===== config.mk =====
export PLATFORM = sky130hd
export DESIGN_NAME = tcci_timer
export DESIGN_NICKNAME = d
export VERILOG_FILES = /design/src/rtl/tcci_pkg.sv /design/src/rtl/tcci_wave.sv /design/src/rtl/tcci_timer.sv
export SDC_FILE = /design/constraint.sdc
export NUM_CORES = 1
export LEC_CHECK = 0
export BUFFER_PORTS_ARGS = -buffer_cell sky130_fd_sc_hd__buf_2
export CAP_MARGIN = 5
export CORE_MARGIN = 8
export CORE_UTILIZATION = 60
export CTS_BUF_LIST = sky130_fd_sc_hd__clkbuf_4
export DETAILED_ROUTE_END_ITERATION = 6
export GPL_TIMING_DRIVEN = 0
export HOLD_SLACK_MARGIN = 0.15
export PLACE_DENSITY_LB_ADDON = 0.12
export SLEW_MARGIN = 20
export SYNTH_ARGS = -nofsm -noshare
export SYNTH_HDL_FRONTEND = slang
export SYNTH_SLANG_ARGS = --single-unit

===== constraint.sdc =====
create_clock -name CLK -period 4.7 [get_ports CLK]
set_clock_uncertainty 0.1 [all_clocks]
set_input_delay 0.235 -clock CLK [delete_from_list [all_inputs] [get_ports CLK]]
set_output_delay 0.235 -clock CLK [all_outputs]
set_load 0.02 [all_outputs]

===== src/rtl/tcci_pkg.sv =====
// Constants, register map and carrier types for the 8-bit timer block
// Assumes one system clock; the CPU bus and interrupt controller share it
package tcci_pkg;

    // Address map, data-space byte offsets
    localparam logic [7:0] IO_SPACE_BASE = 8'h20;
    localparam logic [7:0] OFS_FLAGS     = 8'h37;
    localparam logic [7:0] OFS_MASK      = 8'h70;
    localparam logic [7:0] OFS_CTRL_A    = 8'hB0;
    localparam logic [7:0] OFS_CTRL_B    = 8'hB1;
    localparam logic [7:0] OFS_COUNT     = 8'hB2;
    localparam logic [7:0] OFS_CMP_A     = 8'hB3;
    localparam logic [7:0] OFS_CMP_B     = 8'hB4;

    // Reset values
    localparam logic [7:0] RST_REG       = 8'h00;
    localparam logic [2:0] RST_FLAGS     = 3'h0;

    // Field positions in the first control register
    localparam int COM_A_MSB     = 7;
    localparam int COM_A_LSB     = 6;
    localparam int COM_B_MSB     = 5;
    localparam int COM_B_LSB     = 4;
    localparam int WGM_LO_MSB    = 1;
    localparam int WGM_LO_LSB    = 0;
    localparam logic [7:0] CTRL_A_MASK = 8'hF3;

    // Field positions in the second control register
    localparam int BIT_FORCE_A   = 7;
    localparam int BIT_FORCE_B   = 6;
    localparam int BIT_WGM_HI    = 3;
    localparam int CS_MSB        = 2;
    localparam int CS_LSB        = 0;

    // Flag and mask bit positions
    localparam int FLAG_OVF      = 0;
    localparam int FLAG_CMP_A    = 1;
    localparam int FLAG_CMP_B    = 2;

    // Counter limits
    localparam logic [7:0] CNT_MAX    = 8'hFF;
    localparam logic [7:0] CNT_BOTTOM = 8'h00;
    localparam logic [7:0] CNT_ONE    = 8'h01;

    // Clock select codes
    localparam logic [2:0] CS_STOP    = 3'h0;
    localparam logic [2:0] CS_DIV1    = 3'h1;
    localparam logic [2:0] CS_DIV8    = 3'h2;
    localparam logic [2:0] CS_DIV32   = 3'h3;
    localparam logic [2:0] CS_DIV64   = 3'h4;
    localparam logic [2:0] CS_DIV128  = 3'h5;
    localparam logic [2:0] CS_DIV256  = 3'h6;
    localparam logic [2:0] CS_DIV1024 = 3'h7;
    localparam int PRESC_W = 10;

    // Waveform mode codes
    localparam logic [2:0] WGM_NORMAL   = 3'h0;
    localparam logic [2:0] WGM_PC_MAX   = 3'h1;
    localparam logic [2:0] WGM_CLEAR    = 3'h2;
    localparam logic [2:0] WGM_FAST_MAX = 3'h3;
    localparam logic [2:0] WGM_PC_TOP   = 3'h5;
    localparam logic [2:0] WGM_FAST_TOP = 3'h7;

    // Compare output mode codes
    localparam logic [1:0] COM_OFF    = 2'h0;
    localparam logic [1:0] COM_TOGGLE = 2'h1;
    localparam logic [1:0] COM_CLEAR  = 2'h2;
    localparam logic [1:0] COM_SET    = 2'h3;

    // CPU register access, one request per cycle
    typedef struct packed {
        logic [7:0] addr;       // Byte offset
        logic       io_space;   // Offset is an I/O-space offset
        logic       wr;         // Write strobe
        logic       rd;         // Read strobe
        logic [7:0] wdata;      // Write data
    } tcci_bus_req_t;

    // Waveform unit steering
    typedef struct packed {
        logic       fast_pwm;   // Fast PWM mode
        logic       phase_pwm;  // Phase correct PWM mode
        logic       toggle_ok;  // Toggle allowed in PWM modes
        logic [1:0] com;        // Compare output mode
    } tcci_wave_ctl_t;

    // Counting direction, one-hot
    typedef enum logic [1:0] {
        DIR_UP   = 2'b01,
        DIR_DOWN = 2'b10
    } tcci_dir_t;

endpackage : tcci_pkg


===== src/rtl/tcci_wave.sv =====
// Waveform unit for one compare channel
// Assumes match, bottom and force are one-cycle pulses from the timer core
`timescale 1ns/100ps
module tcci_wave
#(
    parameter logic RST_LEVEL = 1'b0
)
(
    // Clock and reset
    input  wire logic                     clk,
    input  wire logic                     rst,
    // Steering and events
    input  tcci_pkg::tcci_wave_ctl_t      ctl,
    input  wire logic                     match,
    input  wire logic                     force_hit,
    input  wire logic                     bottom,
    input  wire logic                     counting_down,
    // Wave level
    output logic                          wave
);
    import tcci_pkg::*;

    logic next_wave;    // Level after this cycle

    // Output decision per mode
    always_comb
    begin
        next_wave = wave;
        if (ctl.phase_pwm)
        begin
            // Up-count and down-count matches act oppositely
            if (match)
            begin
                unique case (ctl.com)
                    COM_OFF:    next_wave = wave;
                    COM_TOGGLE: next_wave = ctl.toggle_ok ? ~wave : wave;
                    COM_CLEAR:  next_wave = counting_down;
                    COM_SET:    next_wave = ~counting_down;
                endcase
            end
        end
        else if (ctl.fast_pwm)
        begin
            // Bottom wins over a match at top
            if (bottom)
            begin
                if (ctl.com == COM_CLEAR)
                    next_wave = 1'b1;
                else if (ctl.com == COM_SET)
                    next_wave = 1'b0;
            end
            else if (match)
            begin
                unique case (ctl.com)
                    COM_OFF:    next_wave = wave;
                    COM_TOGGLE: next_wave = ctl.toggle_ok ? ~wave : wave;
                    COM_CLEAR:  next_wave = 1'b0;
                    COM_SET:    next_wave = 1'b1;
                endcase
            end
        end
        else if (match || force_hit)
        begin
            // Non-PWM: real or forced match, mode read now
            unique case (ctl.com)
                COM_OFF:    next_wave = wave;
                COM_TOGGLE: next_wave = ~wave;
                COM_CLEAR:  next_wave = 1'b0;
                COM_SET:    next_wave = 1'b1;
            endcase
        end
    end

    // Wave level register
    always_ff @(posedge clk or posedge rst)
    begin
        if (rst)
            wave <= RST_LEVEL;
        else
            wave <= next_wave;
    end

endmodule : tcci_wave


===== src/rtl/tcci_timer.sv =====
// 8-bit timer/counter with two compare channels and interrupt flags
// Assumes the CPU bus, global enable and vector acknowledges share CLK
`timescale 1ns/100ps
module tcci_timer
(
    // Clock and reset
    input  wire logic                     CLK,
    input  wire logic                     SYS_RST,
    // CPU register access
    input  tcci_pkg::tcci_bus_req_t       BUS_REQ,
    output logic [7:0]                    BUS_RDATA,
    // Interrupt handshake with the CPU
    input  wire logic                     GLOBAL_IE,
    input  wire logic [2:0]               IRQ_ACK,
    output logic [2:0]                    IRQ_REQ,
    // Wave outputs
    output logic                          WAVE_OUT_A,
    output logic                          WAVE_OUT_B
);
    import tcci_pkg::*;

    // Registers
    logic [7:0]           ctrl_a;          // Compare output modes, low mode bits
    logic                 wgm_hi;          // Waveform mode high bit
    logic [2:0]           clk_sel;         // Clock select field
    logic [7:0]           count;           // Counter value
    logic [7:0]           cmp_a;           // Compare value A
    logic [7:0]           cmp_b;           // Compare value B
    logic [2:0]           irq_mask;        // Interrupt enables
    logic [2:0]           flags;           // Interrupt flags
    tcci_dir_t            dir;             // Counting direction
    logic                 block;           // Match blocked after counter write
    logic [PRESC_W-1:0]   presc;           // Free-running prescaler

    // Decoded access
    logic [7:0]           eff_addr;        // Data-space address
    logic                 wr_ctrl_a;
    logic                 wr_ctrl_b;
    logic                 wr_count;
    logic                 wr_cmp_a;
    logic                 wr_cmp_b;
    logic                 wr_mask;
    logic                 wr_flags;
    logic [7:0]           rd_mux;

    // Mode decode and events
    logic [2:0]           wgm;
    logic                 fast_pwm;
    logic                 phase_pwm;
    logic                 clear_mode;
    logic [7:0]           top;
    logic                 tick;
    logic                 match_a;
    logic                 match_b;
    logic                 force_a;
    logic                 force_b;
    logic                 ovf_evt;
    logic                 bottom_evt;
    logic [7:0]           next_count;
    tcci_dir_t            next_dir;
    logic [2:0]           next_flags;
    tcci_wave_ctl_t       ctl_a;
    tcci_wave_ctl_t       ctl_b;

    // I/O-space offsets sit 0x20 below data-space ones
    assign eff_addr = BUS_REQ.io_space ? ({2'b00, BUS_REQ.addr[5:0]} + IO_SPACE_BASE)
                                       : BUS_REQ.addr;

    // Write strobes per register
    assign wr_ctrl_a = BUS_REQ.wr && (eff_addr == OFS_CTRL_A);
    assign wr_ctrl_b = BUS_REQ.wr && (eff_addr == OFS_CTRL_B);
    assign wr_count  = BUS_REQ.wr && (eff_addr == OFS_COUNT);
    assign wr_cmp_a  = BUS_REQ.wr && (eff_addr == OFS_CMP_A);
    assign wr_cmp_b  = BUS_REQ.wr && (eff_addr == OFS_CMP_B);
    assign wr_mask   = BUS_REQ.wr && (eff_addr == OFS_MASK);
    assign wr_flags  = BUS_REQ.wr && (eff_addr == OFS_FLAGS);

    // Mode decode
    assign wgm       = {wgm_hi, ctrl_a[WGM_LO_MSB:WGM_LO_LSB]};
    assign fast_pwm  = (wgm == WGM_FAST_MAX) || (wgm == WGM_FAST_TOP);
    assign phase_pwm = (wgm == WGM_PC_MAX) || (wgm == WGM_PC_TOP);
    assign clear_mode = (wgm == WGM_CLEAR);
    assign top       = wgm_hi ? cmp_a : CNT_MAX;

    // Force strobes act only outside PWM modes
    assign force_a = wr_ctrl_b && BUS_REQ.wdata[BIT_FORCE_A] && !fast_pwm && !phase_pwm;
    assign force_b = wr_ctrl_b && BUS_REQ.wdata[BIT_FORCE_B] && !fast_pwm && !phase_pwm;

    // Real matches only on ticks and not right after a write
    assign match_a = tick && !block && !wr_count && (count == cmp_a);
    assign match_b = tick && !block && !wr_count && (count == cmp_b);

    // Prescaler runs freely from reset
    always_ff @(posedge CLK or posedge SYS_RST)
    begin
        if (SYS_RST)
            presc <= '0;
        else
            presc <= presc + 1'b1;
    end

    // Timer tick from the clock select field
    always_comb
    begin
        unique case (clk_sel)
            CS_STOP:    tick = 1'b0;                // Counter stopped
            CS_DIV1:    tick = 1'b1;
            CS_DIV8:    tick = &presc[2:0];
            CS_DIV32:   tick = &presc[4:0];
            CS_DIV64:   tick = &presc[5:0];
            CS_DIV128:  tick = &presc[6:0];
            CS_DIV256:  tick = &presc[7:0];
            CS_DIV1024: tick = &presc[9:0];
        endcase
    end

    // Next counter value, direction and overflow per mode
    always_comb
    begin
        next_count = count;
        next_dir   = dir;
        ovf_evt    = 1'b0;
        bottom_evt = 1'b0;
        if (tick && !wr_count)
        begin
            if (phase_pwm)
            begin
                unique case (dir)
                    DIR_UP:
                    begin
                        if (count == top)
                        begin
                            next_dir   = DIR_DOWN;
                            next_count = 8'(count - CNT_ONE);
                        end
                        else
                            next_count = 8'(count + CNT_ONE);
                    end
                    DIR_DOWN:
                    begin
                        // Turning at zero raises overflow
                        if (count == CNT_BOTTOM)
                        begin
                            next_dir   = DIR_UP;
                            next_count = 8'(count + CNT_ONE);
                            ovf_evt    = 1'b1;
                        end
                        else
                            next_count = 8'(count - CNT_ONE);
                    end
                    default: next_dir = DIR_UP;
                endcase
            end
            else if (fast_pwm)
            begin
                // Wrap at top to bottom
                next_dir = DIR_UP;
                if (count == top)
                begin
                    next_count = CNT_BOTTOM;
                    ovf_evt    = 1'b1;
                    bottom_evt = 1'b1;
                end
                else
                    next_count = 8'(count + CNT_ONE);
            end
            else
            begin
                // Normal and clear-on-match: overflow at max only
                next_dir = DIR_UP;
                ovf_evt  = (count == CNT_MAX);
                if (clear_mode && (count == cmp_a))
                    next_count = CNT_BOTTOM;
                else
                    next_count = 8'(count + CNT_ONE);
            end
        end
    end

    // Counter and direction; software write wins
    always_ff @(posedge CLK or posedge SYS_RST)
    begin
        if (SYS_RST)
        begin
            count <= RST_REG;
            dir   <= DIR_UP;
        end
        else if (wr_count)
            count <= BUS_REQ.wdata;
        else
        begin
            count <= next_count;                    // Holds while stopped
            dir   <= next_dir;
        end
    end

    // Match blocking after a counter write
    always_ff @(posedge CLK or posedge SYS_RST)
    begin
        if (SYS_RST)
            block <= 1'b0;
        else if (wr_count)
            block <= 1'b1;
        else if (tick)
            block <= 1'b0;
    end

    // Configuration registers
    always_ff @(posedge CLK or posedge SYS_RST)
    begin
        if (SYS_RST)
        begin
            ctrl_a   <= RST_REG;
            wgm_hi   <= 1'b0;
            clk_sel  <= CS_STOP;
            cmp_a    <= RST_REG;
            cmp_b    <= RST_REG;
            irq_mask <= RST_FLAGS;
        end
        else
        begin
            if (wr_ctrl_a)
                ctrl_a <= BUS_REQ.wdata & CTRL_A_MASK;
            if (wr_ctrl_b)
            begin
                // Force bits are strobes and are not stored
                wgm_hi  <= BUS_REQ.wdata[BIT_WGM_HI];
                clk_sel <= BUS_REQ.wdata[CS_MSB:CS_LSB];
            end
            if (wr_cmp_a)
                cmp_a <= BUS_REQ.wdata;
            if (wr_cmp_b)
                cmp_b <= BUS_REQ.wdata;
            if (wr_mask)
                irq_mask <= BUS_REQ.wdata[2:0];
        end
    end

    // Flags: hardware set wins over write-one or vector clear
    always_comb
    begin
        next_flags = flags & ~IRQ_ACK;
        if (wr_flags)
            next_flags = next_flags & ~BUS_REQ.wdata[2:0];
        if (ovf_evt)
            next_flags[FLAG_OVF] = 1'b1;
        if (match_a)
            next_flags[FLAG_CMP_A] = 1'b1;
        if (match_b)
            next_flags[FLAG_CMP_B] = 1'b1;
    end

    // Flag register; forced matches never reach it
    always_ff @(posedge CLK or posedge SYS_RST)
    begin
        if (SYS_RST)
            flags <= RST_FLAGS;
        else
            flags <= next_flags;
    end

    // Interrupt requests gated by mask and global enable
    always_ff @(posedge CLK or posedge SYS_RST)
    begin
        if (SYS_RST)
            IRQ_REQ <= RST_FLAGS;
        else
            IRQ_REQ <= irq_mask & flags & {3{GLOBAL_IE}};
    end

    // Read multiplexer; reserved bits read zero
    always_comb
    begin
        case (eff_addr)
            OFS_CTRL_A: rd_mux = ctrl_a;
            OFS_CTRL_B: rd_mux = {4'h0, wgm_hi, clk_sel};   // Force bits read 0
            OFS_COUNT:  rd_mux = count;
            OFS_CMP_A:  rd_mux = cmp_a;
            OFS_CMP_B:  rd_mux = cmp_b;
            OFS_MASK:   rd_mux = {5'h00, irq_mask};
            OFS_FLAGS:  rd_mux = {5'h00, flags};
            default:    rd_mux = 8'h00;
        endcase
    end

    // Read data register, held between reads
    always_ff @(posedge CLK or posedge SYS_RST)
    begin
        if (SYS_RST)
            BUS_RDATA <= RST_REG;
        else if (BUS_REQ.rd)
            BUS_RDATA <= rd_mux;
    end

    // Waveform steering per channel
    assign ctl_a = '{fast_pwm: fast_pwm, phase_pwm: phase_pwm, toggle_ok: wgm_hi,
                     com: ctrl_a[COM_A_MSB:COM_A_LSB]};
    assign ctl_b = '{fast_pwm: fast_pwm, phase_pwm: phase_pwm, toggle_ok: 1'b0,
                     com: ctrl_a[COM_B_MSB:COM_B_LSB]};

    // Channel A waveform
    tcci_wave u_wave_a (
        .clk           (CLK),
        .rst           (SYS_RST),
        .ctl           (ctl_a),
        .match         (match_a),
        .force_hit     (force_a),
        .bottom        (bottom_evt),
        .counting_down (dir == DIR_DOWN),
        .wave          (WAVE_OUT_A)
    );

    // Channel B waveform, forced strobe included
    tcci_wave u_wave_b (
        .clk           (CLK),
        .rst           (SYS_RST),
        .ctl           (ctl_b),
        .match         (match_b),
        .force_hit     (force_b),
        .bottom        (bottom_evt),
        .counting_down (dir == DIR_DOWN),
        .wave          (WAVE_OUT_B)
    );
endmodule : tcci_timer


==> results.sh, run 1 <==
export IMPL_ys_warnings_count=0
export IMPL_dieHeight_um=96.8
export IMPL_crit_path_max_fanout=6
export IMPL_clock_latency_ps=430
export IMPL_dp_hpwl_um=7370
export IMPL_critPathLaunchType="flop"
export IMPL_areaGrowthSynthToFinish_pct=15.2
export IMPL_numPortBuffers=35
export IMPL_multi_input_area_um2=2100
export IMPL_finalSetupViolCount=0
export IMPL_synthTopCellsByCount="65 x dfrtp_1, 28 x mux2_2, 27 x nand2_1"
export IMPL_cts_sinks=66
export IMPL_setup_tns_ps=0
export IMPL_fin_crit_ps=3100
export IMPL_cts_buffers=9
export IMPL_syn_area_um2=3920
export IMPL_worstSetupPathType="reg -> reg"
export IMPL_synth_top_area_share=0.415
export IMPL_tightest_slew_ps=845
export IMPL_rows=29
export IMPL_p_total_mw=1.29
export IMPL_die_area_um2=9380
export IMPL_p_leak_nw=2.03
export IMPL_synth_area_top_cells="dfrtp_1 41%, mux2_2 8.0%, xnor2_1 4.7%, nand2_1 2.6%, ha_1 2.6%"
export IMPL_dp_cells=501
export IMPL_cts_tree="yes"
export IMPL_cts_setup_buffers=0
export IMPL_grt_max_degree=46
export IMPL_fin_crit_sh=0.659
export IMPL_design_core_area_um2=6350
export IMPL_seqPwrFrac=0.481
export IMPL_p_comb_frac=0.255
export IMPL_fillers=476
export IMPL_ys_types=68
export IMPL_cp_arrival_ps=3310
export IMPL_chipWidth_um=96.8
export IMPL_worstHoldPathType="in -> async"
export IMPL_maxCapViolCount=0
export IMPL_syn_area_per_cell_um2=10.1
export IMPL_start_util=0.618
export IMPL_gp_congestion=0.898
export IMPL_hold_viol_final=0
export IMPL_wirelength_um=10100
export IMPL_synth_edf_count=0
export IMPL_synthArstFlopShare=1.00
export IMPL_cts_repair_resized=0
export IMPL_drtIter0Drc=200
export IMPL_power_density_nw_per_um2=286
export IMPL_p_int_mw=0.848
export IMPL_grt_util_all_layers=0.215
export IMPL_io_pins=38
export IMPL_max_freq_ghz=0.323
export IMPL_power_share_switching=0.343
export IMPL_cts_buffer_depth=2
export IMPL_vias_per_cell=6.19
export IMPL_dr_total_vias=3307
export IMPL_synth_top_area_cell="dfrtp_1"
export IMPL_ant_nets=0
export IMPL_yosysSeqAreaShare=0.422
export IMPL_end_kind="flop"
export IMPL_synth_nets=421
export IMPL_peakVddDrop_v=0.000177
export IMPL_synthMostInstantiatedCell="dfrtp_1"
export IMPL_p_switching_mw=0.443
export IMPL_drc=0
export IMPL_synthFlopType="dfrtp_1"
export IMPL_htreeDepth=3
export IMPL_synthCells=388
export IMPL_dr_pass1_iters=5
export IMPL_antenna_found_initial=0
export IMPL_rsz0062_at_grt="no"
export IMPL_grt_pass1_wl_um=16400
export IMPL_cts_root_buffer="clkbuf_4"
export IMPL_drv_slew=0
export IMPL_slew_headroom=0.432
export IMPL_overflow=0
export IMPL_seq_area_um2=1650
export IMPL_antenna_cells=0
export IMPL_finalNonFillerCells=534
export IMPL_drt_wirelength_per_cell_um=18.9
export IMPL_drive_gt1_frac=0.221
export IMPL_nets=485
export IMPL_holdBufCountCts=17
export IMPL_clockPowerShare=0.264
export IMPL_rr_worst_depth=11
export IMPL_grt_pass1_vias=3308
export IMPL_outcome="finished clean"
export IMPL_clk_pin_slew_ps=130
export IMPL_ys_ff_latch=66
export IMPL_cp_required_ps=4910
==> sequential cells by signal, indices dropped and copies added, names as in the netlist <==
| name | flops |
|---|---|
| count | 8 |
| dir | 2 |
| u_wave_b.wave | 1 |
| presc | 10 |
| IRQ_REQ | 3 |
| wgm_hi | 1 |
| irq_mask | 3 |
| cmp_b | 8 |
| cmp_a | 8 |
| u_wave_a.wave | 1 |
| BUS_RDATA | 8 |
| clk_sel | 3 |
| block | 1 |
| flags | 3 |
| ctrl_a | 6 |
==> power groups by stage <==
stage               Sequential, mW  Clock [mW]  Combinational (mW)
global placement             0.630           0               0.303
global route                 0.624       0.368               0.360
detailed placement           0.631           0               0.312
CTS                          0.620       0.344               0.324
finish                       0.621       0.340               0.330
floorplan                    0.628           0               0.227
==> layout by cell type, fill, tap and decap left out, types with 8 or more instances in the layout <==
master,Yosys,final
o21ai_0,18,18
clkbuf_1,10,10
dfrtp_1,65,65
and3_1,9,9
dlygate4sd3_1,0,17
inv_1,24,23
a22oi_1,11,11
buf_2,4,39
nor2_1,16,16
nand2_1,27,27
o22ai_1,8,8
nand2b_1,8,8
a221oi_1,8,8
nand3_1,10,10
xnor2_1,21,21
clkbuf_4,0,10
ha_1,8,8
mux2i_1,9,9
mux2_2,28,28
==> final cells by class <==
class	instances	area share
buffer	19	0.0194
multi-input combinational	279	0.464
sequential	66	0.366
clock buffer	10	0.0166
clock inverter	6	0.00942
tap	77	0.0213
inverter	24	0.0205
timing repair buffer	53	0.0825
==> cell families after synthesis <==
logic type	Yosys count	synth area share
AND/OR/NAND/NOR	120	0.174
AO/OA/AOI/OAI	87	0.166
flip-flops	66	0.422
buffers and inverters	43	0.0453
multiplexers	39	0.112
XOR/XNOR	25	0.0558
adder cells (fa/ha/maj)	8	0.0255
==> worst max-delay path, cell delays in order (launching register included) <==
cell and delay [ps]:
dfrtp_1 390, ha_1 180, and3_1 230, ha_1 160, nand2b_1 100, a21oi_1 70
o22a_1 300, or2_2 370, or4_1 580, nand2_1 110, o22ai_1 90, mux2_1 320
==> routing by layer <==
layer,GRT usage,wire (um),vias to the layer above,part of all wire
met3,0.0590,808,22,0.080
li1,-,-,1555,-
met2,0.342,4650,151,0.46
met4,0.0947,244,0,0.024
met5,0,0,-,0
met1,0.267,4410,1579,0.44
==> through the flow <==
stage | area (um^2) | hold WS (ps) | setup slack [ps] | utilization
floorplan | 3920 | 252 | 1970 | -
global placement | 4190 | 337 | 1670 | 0.660
detailed placement | 4220 | 116 | 1610 | 0.665
CTS | 4510 | 197 | 1590 | 0.710
global route | 4520 | 218 | 1420 | 0.711
finish | 4520 | 193 | 1600 | 0.711
==> path summary, 6_finish.rpt <==
path / slack [ps] / to / from
worst max-delay path: 1600 / u_wave_b.wave / presc[0]
worst min-delay path: 190 / presc[3] / SYS_RST
worst max register to register: 1600 / u_wave_b.wave / presc[0]
worst min register to register: 360 / presc[0] / presc[0]
max in group asynchronous: 3780 / BUS_RDATA[6] / SYS_RST
min in group CLK: 250 / count[2] / BUS_REQ[11]
(Power assumes the default switching activity.)
==> run 2: changes to the inputs <==
Clock period 4.7 ns to 3.1 ns, I/O delays scaled along.
==> run 2 against run 1 <==
  * Die area unchanged
  * Sequential share of layout area down 0.24 points
  * Utilization rose by 0.47 points
  * Final cell count is 0.37% higher
  * Maximum frequency up 6.1%
  * Worst hold slack worse by 9.3 ps
  * Flip-flop and latch count is the same
  * Via count barely moved
  * Clock power grew 50%
  * Register-to-register slack worse by 1400 ps
  * Global-route usage is essentially flat
  * Non-clock buffer count grew 2
  * Critical path type unchanged
  * Largest power group unchanged
==> results.sh, run 2 (synthesis gave the netlist of run 1 again) <==
export IMPL_htreeDepth=3
export IMPL_p_total_mw=1.96
export IMPL_cp_required_ps=3320
export IMPL_cts_root_buffer="clkbuf_4"
export IMPL_numPortBuffers=35
export IMPL_drt_wirelength_per_cell_um=18.9
export IMPL_chipWidth_um=96.8
export IMPL_grt_pass1_wl_um=16500
export IMPL_setup_tns_ps=0
export IMPL_finalNonFillerCells=536
export IMPL_drv_slew=0
export IMPL_worstSetupPathType="reg -> reg"
export IMPL_critPathMostFrequentCell="a2111oi_4"
export IMPL_dp_cells=501
export IMPL_dr_pass1_iters=5
export IMPL_drive_gt1_frac=0.229
export IMPL_design_core_area_um2=6350
export IMPL_maxCapViolCount=0
export IMPL_slew_headroom=0.419
export IMPL_fin_crit_sh=0.942
export IMPL_final_common_cell="dfrtp_1"
export IMPL_critPathLaunchType="flop"
export IMPL_cts_tree="yes"
export IMPL_ant_nets=0
export IMPL_tightest_slew_ps=865
export IMPL_drtIter0Drc=271
export IMPL_grt_pass1_vias=3314
export IMPL_cp_top_family="multiplexers"
export IMPL_grt_util_all_layers=0.216
export IMPL_wirelength_um=10100
export IMPL_cts_buffer_depth=2
export IMPL_critical_path_slowest_cell="mux4_2"
export IMPL_max_freq_ghz=0.343
export IMPL_outcome="finished clean"
export IMPL_die_area_um2=9380
export IMPL_nets=487
export IMPL_dr_total_vias=3305
export IMPL_start_util=0.618
export IMPL_clk_pin_slew_ps=120
export IMPL_io_pins=38
export IMPL_antenna_cells=0
export IMPL_fillers=475
export IMPL_largest_register="presc"
export IMPL_overflow=0
export IMPL_end_kind="flop"
export IMPL_power_density_nw_per_um2=431
export IMPL_rows=29
export IMPL_fin_crit_ps=2920
export IMPL_finalSetupViolCount=0
export IMPL_dieHeight_um=96.8
export IMPL_cts_buffers=9
export IMPL_gp_congestion=0.898
export IMPL_cp_arrival_ps=3140
export IMPL_crit_buf_inv=2
export IMPL_peakVddDrop_v=0.000250
export IMPL_grt_max_degree=46
export IMPL_drc=0
export IMPL_crit_path_max_fanout=10
export IMPL_crit_chain="clkbuf_1 -> nor2b_1 -> a2111oi_4 -> nand2_2 -> a2111oi_4 -> buf_4 -> nand2_4 -> xnor2_1 -> mux4_2 -> mux2_2"
export IMPL_p_leak_nw=2.04
export IMPL_areaGrowthSynthToFinish_pct=16.0
export IMPL_rsz0062_at_grt="no"
export IMPL_antenna_found_initial=0
export IMPL_final_cell_mix="65 x dfrtp_1, 39 x buf_2, 28 x mux2_2"
export IMPL_cp_slowest_stage_delay_ps=450
export IMPL_clock_latency_ps=430
export IMPL_dp_hpwl_um=7370
export IMPL_vias_per_cell=6.17
export IMPL_worstHoldPathType="in -> reg"
export IMPL_cts_sinks=66
export IMPL_largest_reg_flops=10
export IMPL_hold_viol_final=0
[run 2: report_power, final]
group          leakage [nW]  internal, mW  switching, mW  total, mW
Combinational          1.09         0.214          0.290      0.504
Sequential            0.889         0.900         0.0423      0.942
Clock                0.0628         0.175          0.337      0.511
Total                  2.04          1.29          0.670       1.96
[run 2: final timing paths]
kind | startpoint | endpoint | slack (ps) | cells past startpoint
worst max-delay path | count[1] | u_wave_a.wave | 180 | 10
worst min-delay path | BUS_REQ[11] | count[2] | 180 | 5
worst max register to register | count[1] | u_wave_a.wave | 180 | 10
worst min register to register | presc[0] | presc[0] | 360 | 1
max in group asynchronous | SYS_RST | cmp_b[4] | 1670 | 5
min in group asynchronous | SYS_RST | presc[3] | 700 | 4
[run 2: final cells by class]
cell class              instances  area [um^2]  area share
flip-flops and latches         66         1650       0.364
clock buffers                  10         75.1      0.0165
multi-input cells             279         2110       0.464
plain buffers                  19         87.6      0.0193
repair buffers                 55          390      0.0859
well taps                      77         96.3      0.0212
inverters                      24         92.6      0.0204
clock inverters                 6         42.5     0.00936
[run 2: routing by layer]
| layer | global-route usage | vias to the layer above | share of wire |
|---|---|---|---|
| met5 | 0 | - | 0 |
| met4 | 0.0947 | 0 | 0.026 |
| met3 | 0.0555 | 25 | 0.077 |
| met2 | 0.344 | 131 | 0.46 |
| met1 | 0.269 | 1591 | 0.44 |
| li1 | - | 1558 | - |
[run 2: tightest hold or removal path, cell delays in order]
cell     delay (ps)
buf_2           120
nor4_4           80
nand2_1         100
o311a_1         170
nor3_1           50
[run 2: per-stage QoR]
stage | instance area (um^2) | setup slack, ps | hold WS, ps | utilization
final | 4550 | 181 | 184 | 0.716
after global routing | 4550 | 35.5 | 201 | 0.716
after CTS | 4520 | 15.6 | 155 | 0.712
after detailed placement | 4220 | 11.6 | 36.4 | 0.665
after global placement | 4190 | 65.7 | 310 | 0.660
after floorplan | 3920 | 371 | 172 | -
[run 2: timing repair]
item                                   CTS  global route
gates resized for setup                  1             3
setup endpoints to repair                1             2
buffers inserted                         0             1
hold buffers                            18             0
endpoints found under the hold margin  117             0
pin swaps                                0             1
